<file path="src/vasd_map.svh">
`ifndef VASD_MAP_SVH
`define VASD_MAP_SVH
`define VASD_VA_BITS        64
`define VASD_MIN_VA_BITS    43
`define VASD_FRAME_BITS     32
`define VASD_LEVELS         3
`define VASD_SEG_BITS       2
`define VASD_PAGE_SHIFT_16K 14
`define VASD_PAGE_SHIFT_32K 15
`define VASD_SEG_DIRECT     2'h2
`define VASD_SEG_HIGH       2'h3
`define VASD_PTE_UWE_BIT    13
`define VASD_PAGE_SHIFT_MIN 13
`define VASD_PAGE_SHIFT_MAX 16
`define VASD_LEVEL_LESS     3
`define VASD_PA_MAX_8K      41
`define VASD_PA_MAX_16K     45
`define VASD_PA_MAX_32K     47
`define VASD_PA_MAX_64K     48
`endif

</file>
<file path="src/vasd_pkg.sv">
`include "vasd_map.svh"
package vasd_pkg;
    typedef enum logic [1:0] {
        VASD_SEG_LOW_TYPE_UNUSED = 2'h0
    } vasd_dummy_type;

    typedef enum logic [1:0] {
        low_mapped_segment    = 2'h0,
        high_mapped_segment   = 2'h1,
        kernel_direct_segment = 2'h3
    } vasd_seg_type;

    typedef struct packed {
        logic        valid;
        logic [63:0] va;
        logic        user_mode;
        logic        is_store;
        logic        pte_valid;
        logic        user_write_enable;
    } vasd_req_type;

    typedef struct packed {
        logic         valid;
        logic         fault;
        vasd_seg_type seg;
        logic         translate;
        logic [63:0]  phys_addr;
        logic [15:0]  first_level_index;
        logic [15:0]  second_level_index;
        logic [15:0]  third_level_index;
        logic [15:0]  page_offset;
    } vasd_rsp_type;
endpackage : vasd_pkg

</file>
<file path="src/vasd_field_split.sv">
`timescale 1ns/10ps
`include "vasd_map.svh"
module vasd_field_split
    import vasd_pkg::*;
#(
    parameter int PAGE_SHIFT = 13
) (
    input  wire logic [63:0] va,
    output logic      [15:0] first_level_index,
    output logic      [15:0] second_level_index,
    output logic      [15:0] third_level_index,
    output logic      [15:0] page_offset
);
    localparam int LEVEL_BITS = PAGE_SHIFT - `VASD_LEVEL_LESS;

    function automatic logic [15:0] field_at(input logic [63:0] a, input int lsb, input int w);
        logic [63:0] s;
        s = a >> lsb;
        field_at = s[15:0] & 16'((32'h0000_0001 << w) - 1);
    endfunction : field_at

    always_comb begin
        page_offset        = field_at(va, 0, PAGE_SHIFT);
        third_level_index  = field_at(va, PAGE_SHIFT, LEVEL_BITS);
        second_level_index = field_at(va, PAGE_SHIFT + LEVEL_BITS, LEVEL_BITS);
        first_level_index  = field_at(va, PAGE_SHIFT + 2 * LEVEL_BITS, LEVEL_BITS);
    end
endmodule : vasd_field_split

</file>
<file path="src/vasd_decode.sv">
`timescale 1ns/10ps
`include "vasd_map.svh"
// Notes on behaviour
// - Every virtual address is a 64-bit unsigned byte address.
// - Implemented width is 43, 47, 51 or 55, set by page size.
// - Implemented width is never below 43 bits.
// - Bits 63 down to width must equal bit width minus one.
// - An address outside the valid range faults instead of completing.
// - Two bits below width pick low mapped, direct or high mapped segment.
// - Direct segment has fixed mapping and allows kernel access only.
// - Direct physical address is the low physical-width bits, zero above them, no lookup.
// - Page offset is 13 to 16 bits, pages of 8K to 64K.
// - Mapped address splits into three indices plus offset; upper bits sign-extend.
// - All three indices share one width, 10 to 13 bits.
// - Each level's entries fit in at most one page.
// - Frame number is 32 bits; widths grow with page size.
// - Physical width limit is 41, 45, 47 or 48 bits.
// - Physical width is at most virtual width minus two.
// - User store to mapped page without user write enable faults, even invalid.
module vasd_decode
    import vasd_pkg::*;
#(
    parameter int PAGE_SHIFT = `VASD_PAGE_SHIFT_MIN
) (
    input  wire logic         clk,
    input  wire logic         rst_n,
    input  wire vasd_req_type req,
    output vasd_rsp_type      rsp
);
    // Widths follow from page size alone
    localparam int LEVEL_BITS = PAGE_SHIFT - `VASD_LEVEL_LESS;
    localparam int VA_WIDTH   = PAGE_SHIFT + `VASD_LEVELS * LEVEL_BITS;
    localparam int PA_MAPPED  = PAGE_SHIFT + `VASD_FRAME_BITS;
    localparam int PA_DIRECT  = VA_WIDTH - `VASD_SEG_BITS;
    localparam int PA_WIDTH   = (PA_MAPPED < PA_DIRECT) ? PA_MAPPED : PA_DIRECT;

    // Expected physical limit per page size, to catch a bad width formula
    function automatic int pa_limit(input int shift);
        case (shift)
            `VASD_PAGE_SHIFT_MIN: pa_limit = `VASD_PA_MAX_8K;
            `VASD_PAGE_SHIFT_16K: pa_limit = `VASD_PA_MAX_16K;
            `VASD_PAGE_SHIFT_32K: pa_limit = `VASD_PA_MAX_32K;
            default:              pa_limit = `VASD_PA_MAX_64K;
        endcase
    endfunction : pa_limit

    initial begin
        if (PAGE_SHIFT < `VASD_PAGE_SHIFT_MIN || PAGE_SHIFT > `VASD_PAGE_SHIFT_MAX)
            $error("vasd_decode: page shift out of range");
        if (VA_WIDTH < `VASD_MIN_VA_BITS)
            $error("vasd_decode: virtual width too small");
        if (PA_WIDTH != pa_limit(PAGE_SHIFT))
            $error("vasd_decode: physical width off its limit");
    end

    vasd_rsp_type next_rsp;
    logic [15:0]  idx1;
    logic [15:0]  idx2;
    logic [15:0]  idx3;
    logic [15:0]  offs;

    vasd_field_split #(
        .PAGE_SHIFT (PAGE_SHIFT)
    ) u_split (
        .va                 (req.va),
        .first_level_index  (idx1),
        .second_level_index (idx2),
        .third_level_index  (idx3),
        .page_offset        (offs)
    );

    // Sign-extend from a given top bit; used for range check and relocation
    function automatic logic [63:0] sext_from(input logic [63:0] a, input int top);
        logic [63:0] m;
        m = 64'hFFFF_FFFF_FFFF_FFFF << (top + 1);
        sext_from = a[top] ? (a | m) : (a & ~m);
    endfunction : sext_from

    logic       canonical;
    logic [1:0] sel;
    logic       user_store_denied;
    logic       direct_denied;

    always_comb begin
        canonical = (sext_from(req.va, VA_WIDTH - 1) == req.va);
        sel       = req.va[VA_WIDTH - 1 -: `VASD_SEG_BITS];
        user_store_denied = req.user_mode && req.is_store && !req.user_write_enable;
        direct_denied     = req.user_mode;

        next_rsp           = '0;
        next_rsp.valid     = req.valid;
        next_rsp.first_level_index  = idx1;
        next_rsp.second_level_index = idx2;
        next_rsp.third_level_index  = idx3;
        next_rsp.page_offset        = offs;
        case (sel)
            `VASD_SEG_DIRECT: begin
                next_rsp.seg       = kernel_direct_segment;
                next_rsp.translate = 1'b0;
                // Relocation is fixed; bits above physical width are not kept
                next_rsp.phys_addr = sext_from(req.va, PA_DIRECT - 1)
                                     & ~(64'hFFFF_FFFF_FFFF_FFFF << PA_WIDTH);
                next_rsp.fault     = req.valid && (!canonical || direct_denied);
            end
            `VASD_SEG_HIGH: begin
                next_rsp.seg       = high_mapped_segment;
                next_rsp.translate = canonical;
                next_rsp.fault     = req.valid && (!canonical || user_store_denied);
            end
            default: begin
                next_rsp.seg       = low_mapped_segment;
                next_rsp.translate = canonical;
                next_rsp.fault     = req.valid && (!canonical || user_store_denied);
            end
        endcase
        if (!req.valid) begin
            next_rsp.translate = 1'b0;
        end
    end

    // One stage of registers keeps every output on a flip-flop
    always_ff @(posedge clk) begin
        if (!rst_n) begin
            rsp <= '0;
        end else begin
            rsp <= next_rsp;
        end
    end

    chk_noncanon_fault: assert property (@(posedge clk) disable iff (!rst_n)
        (req.valid && !canonical) |=> (rsp.fault && !rsp.translate))
        else $error("non-canonical address did not fault");

    chk_user_direct: assert property (@(posedge clk) disable iff (!rst_n)
        (req.valid && req.user_mode && sel == `VASD_SEG_DIRECT) |=> rsp.fault)
        else $error("user access to direct segment did not fault");

    chk_direct_kernel_ok: assert property (@(posedge clk) disable iff (!rst_n)
        (req.valid && canonical && !req.user_mode && sel == `VASD_SEG_DIRECT)
        |=> (!rsp.fault && rsp.seg == kernel_direct_segment && !rsp.translate))
        else $error("kernel direct access mishandled");

    chk_direct_pa: assert property (@(posedge clk) disable iff (!rst_n)
        (req.valid && sel == `VASD_SEG_DIRECT)
        |=> rsp.phys_addr[PA_WIDTH - 1:0] == $past(req.va[PA_WIDTH - 1:0]))
        else $error("direct physical address wrong");

    chk_uwe_store: assert property (@(posedge clk) disable iff (!rst_n)
        (req.valid && req.user_mode && req.is_store && !req.user_write_enable
         && sel != `VASD_SEG_DIRECT) |=> rsp.fault)
        else $error("user store without write enable did not fault");

    chk_mapped_seg: assert property (@(posedge clk) disable iff (!rst_n)
        (req.valid && canonical && sel[1] == 1'b0)
        |=> (rsp.seg == low_mapped_segment && rsp.translate))
        else $error("low mapped segment not selected");

    chk_high_seg: assert property (@(posedge clk) disable iff (!rst_n)
        (req.valid && canonical && sel == `VASD_SEG_HIGH)
        |=> (rsp.seg == high_mapped_segment && rsp.translate))
        else $error("high mapped segment not selected");

    chk_offset_field: assert property (@(posedge clk) disable iff (!rst_n)
        req.valid |=> rsp.page_offset == 16'($past(req.va) & ((64'h1 << PAGE_SHIFT) - 1)))
        else $error("page offset wrong");

    chk_level_field: assert property (@(posedge clk) disable iff (!rst_n)
        req.valid |=> rsp.first_level_index
            == 16'(($past(req.va) >> (PAGE_SHIFT + 2 * LEVEL_BITS))
                   & ((64'h1 << LEVEL_BITS) - 1)))
        else $error("first level index wrong");

    chk_pa_width: assert property (@(posedge clk) disable iff (!rst_n)
        1'b1 |-> (rsp.phys_addr >> PA_WIDTH) == 64'h0)
        else $error("physical address exceeds width");

    chk_reset_clear: assert property (@(posedge clk)
        !rst_n |=> rsp == '0)
        else $error("response not cleared by reset");

    chk_idle_quiet: assert property (@(posedge clk) disable iff (!rst_n)
        !req.valid |=> (!rsp.valid && !rsp.fault && !rsp.translate))
        else $error("idle cycle produced a response");

    chk_valid_follow: assert property (@(posedge clk) disable iff (!rst_n)
        req.valid |=> rsp.valid)
        else $error("request produced no response");

    chk_fault_valid: assert property (@(posedge clk) disable iff (!rst_n)
        rsp.fault |-> rsp.valid)
        else $error("fault without a request");

    chk_second_index: assert property (@(posedge clk) disable iff (!rst_n)
        req.valid |=> rsp.second_level_index
            == 16'(($past(req.va) >> (PAGE_SHIFT + LEVEL_BITS))
                   & ((64'h1 << LEVEL_BITS) - 1)))
        else $error("second level index wrong");

    chk_third_index: assert property (@(posedge clk) disable iff (!rst_n)
        req.valid |=> rsp.third_level_index
            == 16'(($past(req.va) >> PAGE_SHIFT) & ((64'h1 << LEVEL_BITS) - 1)))
        else $error("third level index wrong");

    chk_mapped_no_pa: assert property (@(posedge clk) disable iff (!rst_n)
        (req.valid && sel != `VASD_SEG_DIRECT) |=> rsp.phys_addr == 64'h0)
        else $error("mapped address gave a direct physical address");

    chk_kernel_map_ok: assert property (@(posedge clk) disable iff (!rst_n)
        (req.valid && canonical && !req.user_mode && sel != `VASD_SEG_DIRECT)
        |=> !rsp.fault)
        else $error("kernel access to mapped segment faulted");

    chk_user_store_ok: assert property (@(posedge clk) disable iff (!rst_n)
        (req.valid && canonical && req.user_mode && req.user_write_enable
         && sel != `VASD_SEG_DIRECT) |=> !rsp.fault)
        else $error("permitted user access faulted");

    chk_noncanon_seg: assert property (@(posedge clk) disable iff (!rst_n)
        (req.valid && !canonical && sel == `VASD_SEG_DIRECT)
        |=> rsp.seg == kernel_direct_segment)
        else $error("select bits ignored on a bad address");

    chk_direct_select: assert property (@(posedge clk) disable iff (!rst_n)
        (req.valid && sel == `VASD_SEG_DIRECT) |=> rsp.seg == kernel_direct_segment)
        else $error("direct select not decoded");

    chk_translate_mapped: assert property (@(posedge clk) disable iff (!rst_n)
        rsp.translate |-> rsp.seg != kernel_direct_segment)
        else $error("direct segment sent for translation");
endmodule : vasd_decode

</file>
<file path="config.mk">
export PLATFORM = sky130hd
export DESIGN_NAME = vasd_decode
export DESIGN_NICKNAME = d
export VERILOG_FILES = /design/src/vasd_pkg.sv /design/src/vasd_field_split.sv /design/src/vasd_decode.sv
export VERILOG_INCLUDE_DIRS = /design/src
export SDC_FILE = /design/constraint.sdc
export NUM_CORES = 1
export LEC_CHECK = 0
export BUFFER_PORTS_ARGS = -buffer_cell sky130_fd_sc_hd__buf_2
export CORE_MARGIN = 4
export CORE_UTILIZATION = 30
export CTS_BUF_LIST = sky130_fd_sc_hd__clkbuf_16
export DETAILED_ROUTE_END_ITERATION = 12
export GPL_TIMING_DRIVEN = 0
export MAX_ROUTING_LAYER = met4
export PLACE_DENSITY = 0.7
export SLEW_MARGIN = 25
export SYNTH_ARGS = -nofsm -noshare
export SYNTH_HDL_FRONTEND = slang
export SYNTH_SLANG_ARGS = --single-unit
</file>
<file path="constraint.sdc">
create_clock -name clk -period 1.43 [get_ports clk]
set_input_delay 0.3575 -clock clk [delete_from_list [all_inputs] [get_ports clk]]
set_output_delay 0.3575 -clock clk [all_outputs]
set_load 0.01 [all_outputs]
</file>
# Word level (Yosys, flattened, before mapping)
# Cells that the tools add are included.
# totals
reg_bits	133
in_bits	71
elab_cells	30
# classes
eq_ne	3
mux	3
reduce_logical	10
# ops
cell	n
== test 64 bit	1
2-to-1 mux 64 bit	1
2-to-1 mux 41 bit	1
case mux 4 bit (2 select lines)	1
== test 2 bit, second input constant	2
logical AND 1 bit	4
AND reduction 2 bit	2
logical NOT 1 bit	2
logical OR 1 bit	2

# Depth between registers and ports, before layout
# Gate-level depths: netlist of the first run.
# depth
depth_word	6
ltp_mapped	5
ltp_nobuf	4

# Modules after synthesis
# A second synthesis of the first run with hierarchy kept.
# hier_totals
hier_cells	347
area_unflattened_um2	3768.6
# by_module_without_submodules
module	instances	cells_each	area_per_inst_um2	seq_area_each_um2
vasd_decode	1	282	3284.4	2202.1
vasd_field_split	1	65	484.2	0.0

# Worst setup path before layout of the first run
# OpenSTA, ideal clock, no wires.
# synth_timing
kind	input-to-reg
from	input req[46] (netlist bit)
to	register rsp[131] (netlist bit)
setup_ps	120
arrival_time_ps	1125
setup_slack_ps	185
path_stages	5
cell_sequence	buf_6 -> nor4_2 -> a2bb2o_1 -> nand2_1 -> o31a_1
# synth_between
elab_chain_len	6
word_cells_on_any_way	10
cone_classes	eq/ne (3); mux (2); reduce/logical (5)
# synth_rtl
item	line_no	rtl
start, declared	vasd_decode.sv:27	input wire vasd_req_type req,
2-to-1 mux 64 bit	vasd_decode.sv:76	sext_from = a[top] ? (a | m) : (a & ~m);
== test 64 bit	vasd_decode.sv:85	canonical = (sext_from(req.va, VA_WIDTH - 1) == req.va);
logical NOT 1 bit	vasd_decode.sv:103, vasd_decode.sv:108, vasd_decode.sv:113	
logical OR 1 bit, on equally long branches	vasd_decode.sv:108, vasd_decode.sv:113, vasd_decode.sv:103	
logical AND 1 bit, on equally long branches	vasd_decode.sv:108, vasd_decode.sv:113, vasd_decode.sv:103	
case mux 4 bit (2 select lines) (*)	vasd_decode.sv:96	case (sel)
end signal, assigned	vasd_decode.sv:126	rsp <= next_rsp;
end, declared	vasd_decode.sv:28	output vasd_rsp_type rsp
# Mark *: on every way between the ends. The rest lies on a longest branch, timed or not.
# A chain may end at the register's enable or synchronous reset.

# Worst setup path after layout of the first run
# layout_timing
from	input req[45] (netlist bit)
to	register rsp[66] (netlist bit)
# layout_between
elab_chain_len	2
# layout_rtl
item	line_no
== test 2 bit	vasd_decode.sv:96
AND reduction 2 bit (no line)	n/a
# Every way passes these cells.

==> results of run 1 <==
[per-stage QoR]
step	utilization, %	instance area (um^2)
after floorplan	-	3030
after global placement	42.8	3980
after detailed placement	42.8	3980
after CTS	45.8	4260
after global routing	45.8	4260
final	45.8	4260
[layer usage]
| metal | up-vias | routed length, um |
|---|---|---|
| met5 | - | 0 |
| met4 | 0 | 69 |
| met3 | 7 | 686 |
| met2 | 139 | 3520 |
| met1 | 969 | 2790 |
| li1 | 1140 | - |
[synth_stat cells]
cell type | count | share of area (%)
a2bb2o_1 | 1 | 0.35
a31oi_1 | 2 | 0.44
and2_1 | 87 | 19
and2b_1 | 1 | 0.26
buf_4 | 44 | 12
buf_6 | 1 | 0.39
clkbuf_1 | 8 | 1.0
conb_1 | 1 | 0.13
dfxtp_1 | 89 | 62
inv_1 | 1 | 0.13
nand2_1 | 3 | 0.39
nand3_1 | 1 | 0.17
nand3b_1 | 1 | 0.26
nand4_1 | 4 | 0.87
nor2_1 | 2 | 0.26
nor2b_1 | 1 | 0.22
nor3_1 | 4 | 0.70
nor4_1 | 2 | 0.44
nor4_2 | 2 | 0.87
o21ai_1 | 1 | 0.17
o31a_1 | 1 | 0.31
[worst paths after layout]
path | slack, ns | endpoint | from
min | 0.25 | rsp[56] | req[45]
max | 0.22 | rsp[66] | req[45]
[area by class of cell]
cell class	count	share of cell area (%)
flip-flops and latches	89	41.9
clock inverters	7	1.26
clock buffers	9	5.29
inverters	1	0.0882
well taps	129	3.79
multi-input cells	157	20.5
repair buffers	157	18.5
plain buffers	53	8.73
[where the power goes]
| group | total, mW | internal, mW | leakage, nW | switching (mW) |
|---|---|---|---|---|
| registers | 2.60 | 2.58 | 0.733 | 0.0231 |
| logic | 0.540 | 0.271 | 1.40 | 0.269 |
| clock network | 2.14 | 1.19 | 0.134 | 0.950 |
| total | 5.29 | 4.04 | 2.27 | 1.24 |
[critical path, delay by kind of cell]
| family | cells | cell delay [ns] |
|---|---|---|
| buffers and inverters | 2 | 0.51 |
| and+or+nand+nor | 2 | 0.60 |
[kinds of logic (layout without fill, tap and decap cells)]
group,count (synthesis),in the layout,share of synthesized area [%]
compound gates,5,5,1.26
buf+inv,54,227,13.1
flops,89,89,62.1
other cells,1,44,0.131
simple gates,108,108,23.4
==> metrics.txt, run 1 <==
initial antenna violation count=0; gr ovfl total=0; Nets=539; RSZ-0062 raised after global routing=false; CP max stage cell=clkbuf_1; Hold Crit Class=in2reg; Most Crowded Layer GR=met2; Initial Utilization=30.9%; final max-slew violation count=0; vias in the first global route=2350; Post-Syn Area=0.00287 mm^2; Yosys cell types=21; Detailed Route WL=7070 um; met1 Track Usage GR=13.6%; RePlAce Congestion=0.762; run status=completed; CP max stage delay=0.41 ns; num ports=204; sequential share of the synthesized area=62.1%; crit-path cells=buf_2 > and2b_1 > clkbuf_1 > and2_1; max reg flops=89; diode count=0; Die W=106 um; post-route worst setup slack=0.217 ns; final antenna-violating net count=0; Final setup viols=0; Critical Path RT=1.70 ns; via count=2255; worst slack at placement=-0.165 ns; most common cell after layout, fill and taps aside=buf_2; final hold viol count=0; largest net degree at the start of global routing=17; Avg Inst Size Synth=11.2 um^2; synthesized flop and latch total=89; Tcrit/Tclk final=84.9%; Port Buf Inserts=157; Pwr per Cell Area=1240 mW/mm^2; worst-path maximum fanout=10; GR Util All Layers=12.8%; core area=0.00928 mm^2; Tot Pwr=5.29 mW; Multi-input gate area=873 um^2; non-filler cells, final=602; Crit Path Class=in2reg; drt drc=0; Placed Instances=586; Clock Pin Slew Worst Setup and Hold Paths=0.06 ns; top flop regs=rsp: 89 flops; fill count=879; Leakage=2.27 nW; total of warnings raised by yosys=0; GRT met2 Usage=22.6%; clk buf depth=2; Initial DRC Count=57; CTS Sinks=89; CTS Buf Count=9; die span in y=106 um; # hold bufs at CTS=0; Fmax=824 MHz; most frequent cells in the layout=buf_2, dfxtp_1, and2_1, buf_4, conb_1; Startpoint Class=input port; vias per cell=3.75; Register Area=0.00178 mm^2; total negative slack=0 ns; GR Layer Usage met3=4.59%; first-pass GRT wire length=10900 um; CTS tree=done; maximum vdd drop=0.420 mV; WL per Instance=11.7 um; 1st-pass router iterations=4; Die ar.=0.0112 mm^2; share of post-route cells with drive strength above 1=46.5%; area grow syn2layout=48.4%; WHS=0.246 ns; Synth Instances=257; Resized Gates After CTS=0; Max-Cap Viols=0; H-tree depth=3; Largest Register=rsp; WP data arrival=1.48 ns; number of cell rows=35; CP Capture Type=register; Post-CTS Setup Inserts=0; root buffer cell=clkbuf_16; hpwl dp=5850 um; WHS Path Cells=2; Min Clock Period, post-route=1.21 ns
(Power assumes the default switching activity.)
==> inputs of run 2 (changes only) <==
clock period = 1.21 ns   (was 1.43 ns; I/O delays follow)
==> run 2 against run 1 <==
- total power is 18% higher
- via count stayed put
- non-clock buffer count is the same
- utilization about the same
- combinational power increased by 18%
- global-route usage is the same
- sequential share of layout area is essentially flat
- clock power up 18%
- die area stayed put
==> metrics.txt, run 2 (synthesis gave the netlist of run 1 again) <==
num ports=204; Hold Crit Class=in2reg; hpwl dp=5850 um; WL per Instance=11.7 um; worst-path maximum fanout=10; area grow syn2layout=48.4%; WP data arrival=1.36 ns; gr ovfl total=0; Initial DRC Count=57; top flop regs=rsp: 89 flops; CTS Sinks=89; Die ar.=0.0112 mm^2; CP Capture Type=register; core area=0.00928 mm^2; vias in the first global route=2350; clk buf depth=2; vias per cell=3.75; Tcrit/Tclk final=90.2%; die span in y=106 um; most common cell after layout, fill and taps aside=buf_2; final antenna-violating net count=0; GR Util All Layers=12.8%; root buffer cell=clkbuf_16; drt drc=0; Crit Path Class=in2reg; Pwr per Cell Area=1470 mW/mm^2; initial antenna violation count=0; diode count=0; max reg flops=89; Fmax=916 MHz; Max-Cap Viols=0; run status=completed; first-pass GRT wire length=10900 um; Die W=106 um; H-tree depth=3; Initial Utilization=30.9%; RePlAce Congestion=0.762; Leakage=2.27 nW; worst slack at placement=-0.330 ns; Port Buf Inserts=157; Clock Pin Slew Worst Setup and Hold Paths=0.06 ns; CTS tree=done; CTS Buf Count=9; Tot Pwr=6.25 mW; via count=2255; final max-slew violation count=0; most frequent cells in the layout=buf_2, dfxtp_1, and2_1, buf_4, conb_1; final hold viol count=0; Min Clock Period, post-route=1.09 ns; RSZ-0062 raised after global routing=false; maximum vdd drop=0.497 mV; post-route worst setup slack=0.119 ns; Startpoint Class=input port; Detailed Route WL=7070 um; number of cell rows=35; share of post-route cells with drive strength above 1=46.7%; Largest Register=rsp; largest net degree at the start of global routing=17; 1st-pass router iterations=4; Nets=539; Final setup viols=0; Critical Path RT=1.48 ns
-- run 2: cell count changes in the layout (fill, tap and decap cells not counted) --
cell / before / now
clkbuf_1: 8 / 7
clkbuf_2: 0 / 1
-- run 2: critical path, cell delays in order --
cell and delay, ns:
buf_2 0.10, and2b_1 0.40, clkbuf_1 0.36, and2_1 0.19
-- run 2: cell type report --
| class | count | area (um^2) |
|---|---|---|
| Buffer | 53 | 373 |
| Clock buffer | 9 | 225 |
| Clock inverter | 7 | 53.8 |
| Fill cell | 881 | 5030 |
| Inverter | 1 | 3.75 |
| Multi-Input combinational cell | 157 | 873 |
| Sequential cell | 89 | 1780 |
| Tap cell | 129 | 161 |
| Timing Repair Buffer | 157 | 786 |
-- run 2: final timing paths --
kind,depth (start not counted),from,end
max,4,req[45],rsp[84]
min,2,req[45],rsp[56]
-- run 2: through the flow --
stage          instances  setup TNS [ns]  util, %  area [um^2]  hold WS, ns
6_report             602               0     45.9         4260        0.191
5_1_grt              602               0     45.9         4260        0.180
4_1_cts              602               0     45.8         4260        0.183
3_5_place_dp         586          -10.63     42.8         3980        0.527
3_3_place_gp         586           -9.90     42.8         3980        0.524
2_1_floorplan        300               0        -         3030        0.424
-- run 2: report_power, final --
part	switching [mW]	internal, mW
logic	0.318	0.321
registers	0.0273	3.05
clock network	1.12	1.41
total	1.47	4.78
-- run 2: timing repair --
action	in CTS	in global routing
endpoints found under the hold margin	0	0
hold buffers	0	0
resized for setup	0	2
setup buffers	0	0
endpoints found under the setup margin	0	10
-- run 2: metal layers --
| metal | GRT usage (%) | vias up | wire [um] |
|---|---|---|---|
| met5 | - | - | 0 |
| met2 | 22.6 | 139 | 3520 |
| met1 | 13.6 | 969 | 2790 |
| met4 | 3.52 | 0 | 69 |
| met3 | 4.59 | 7 | 686 |
| li1 | - | 1140 | - |
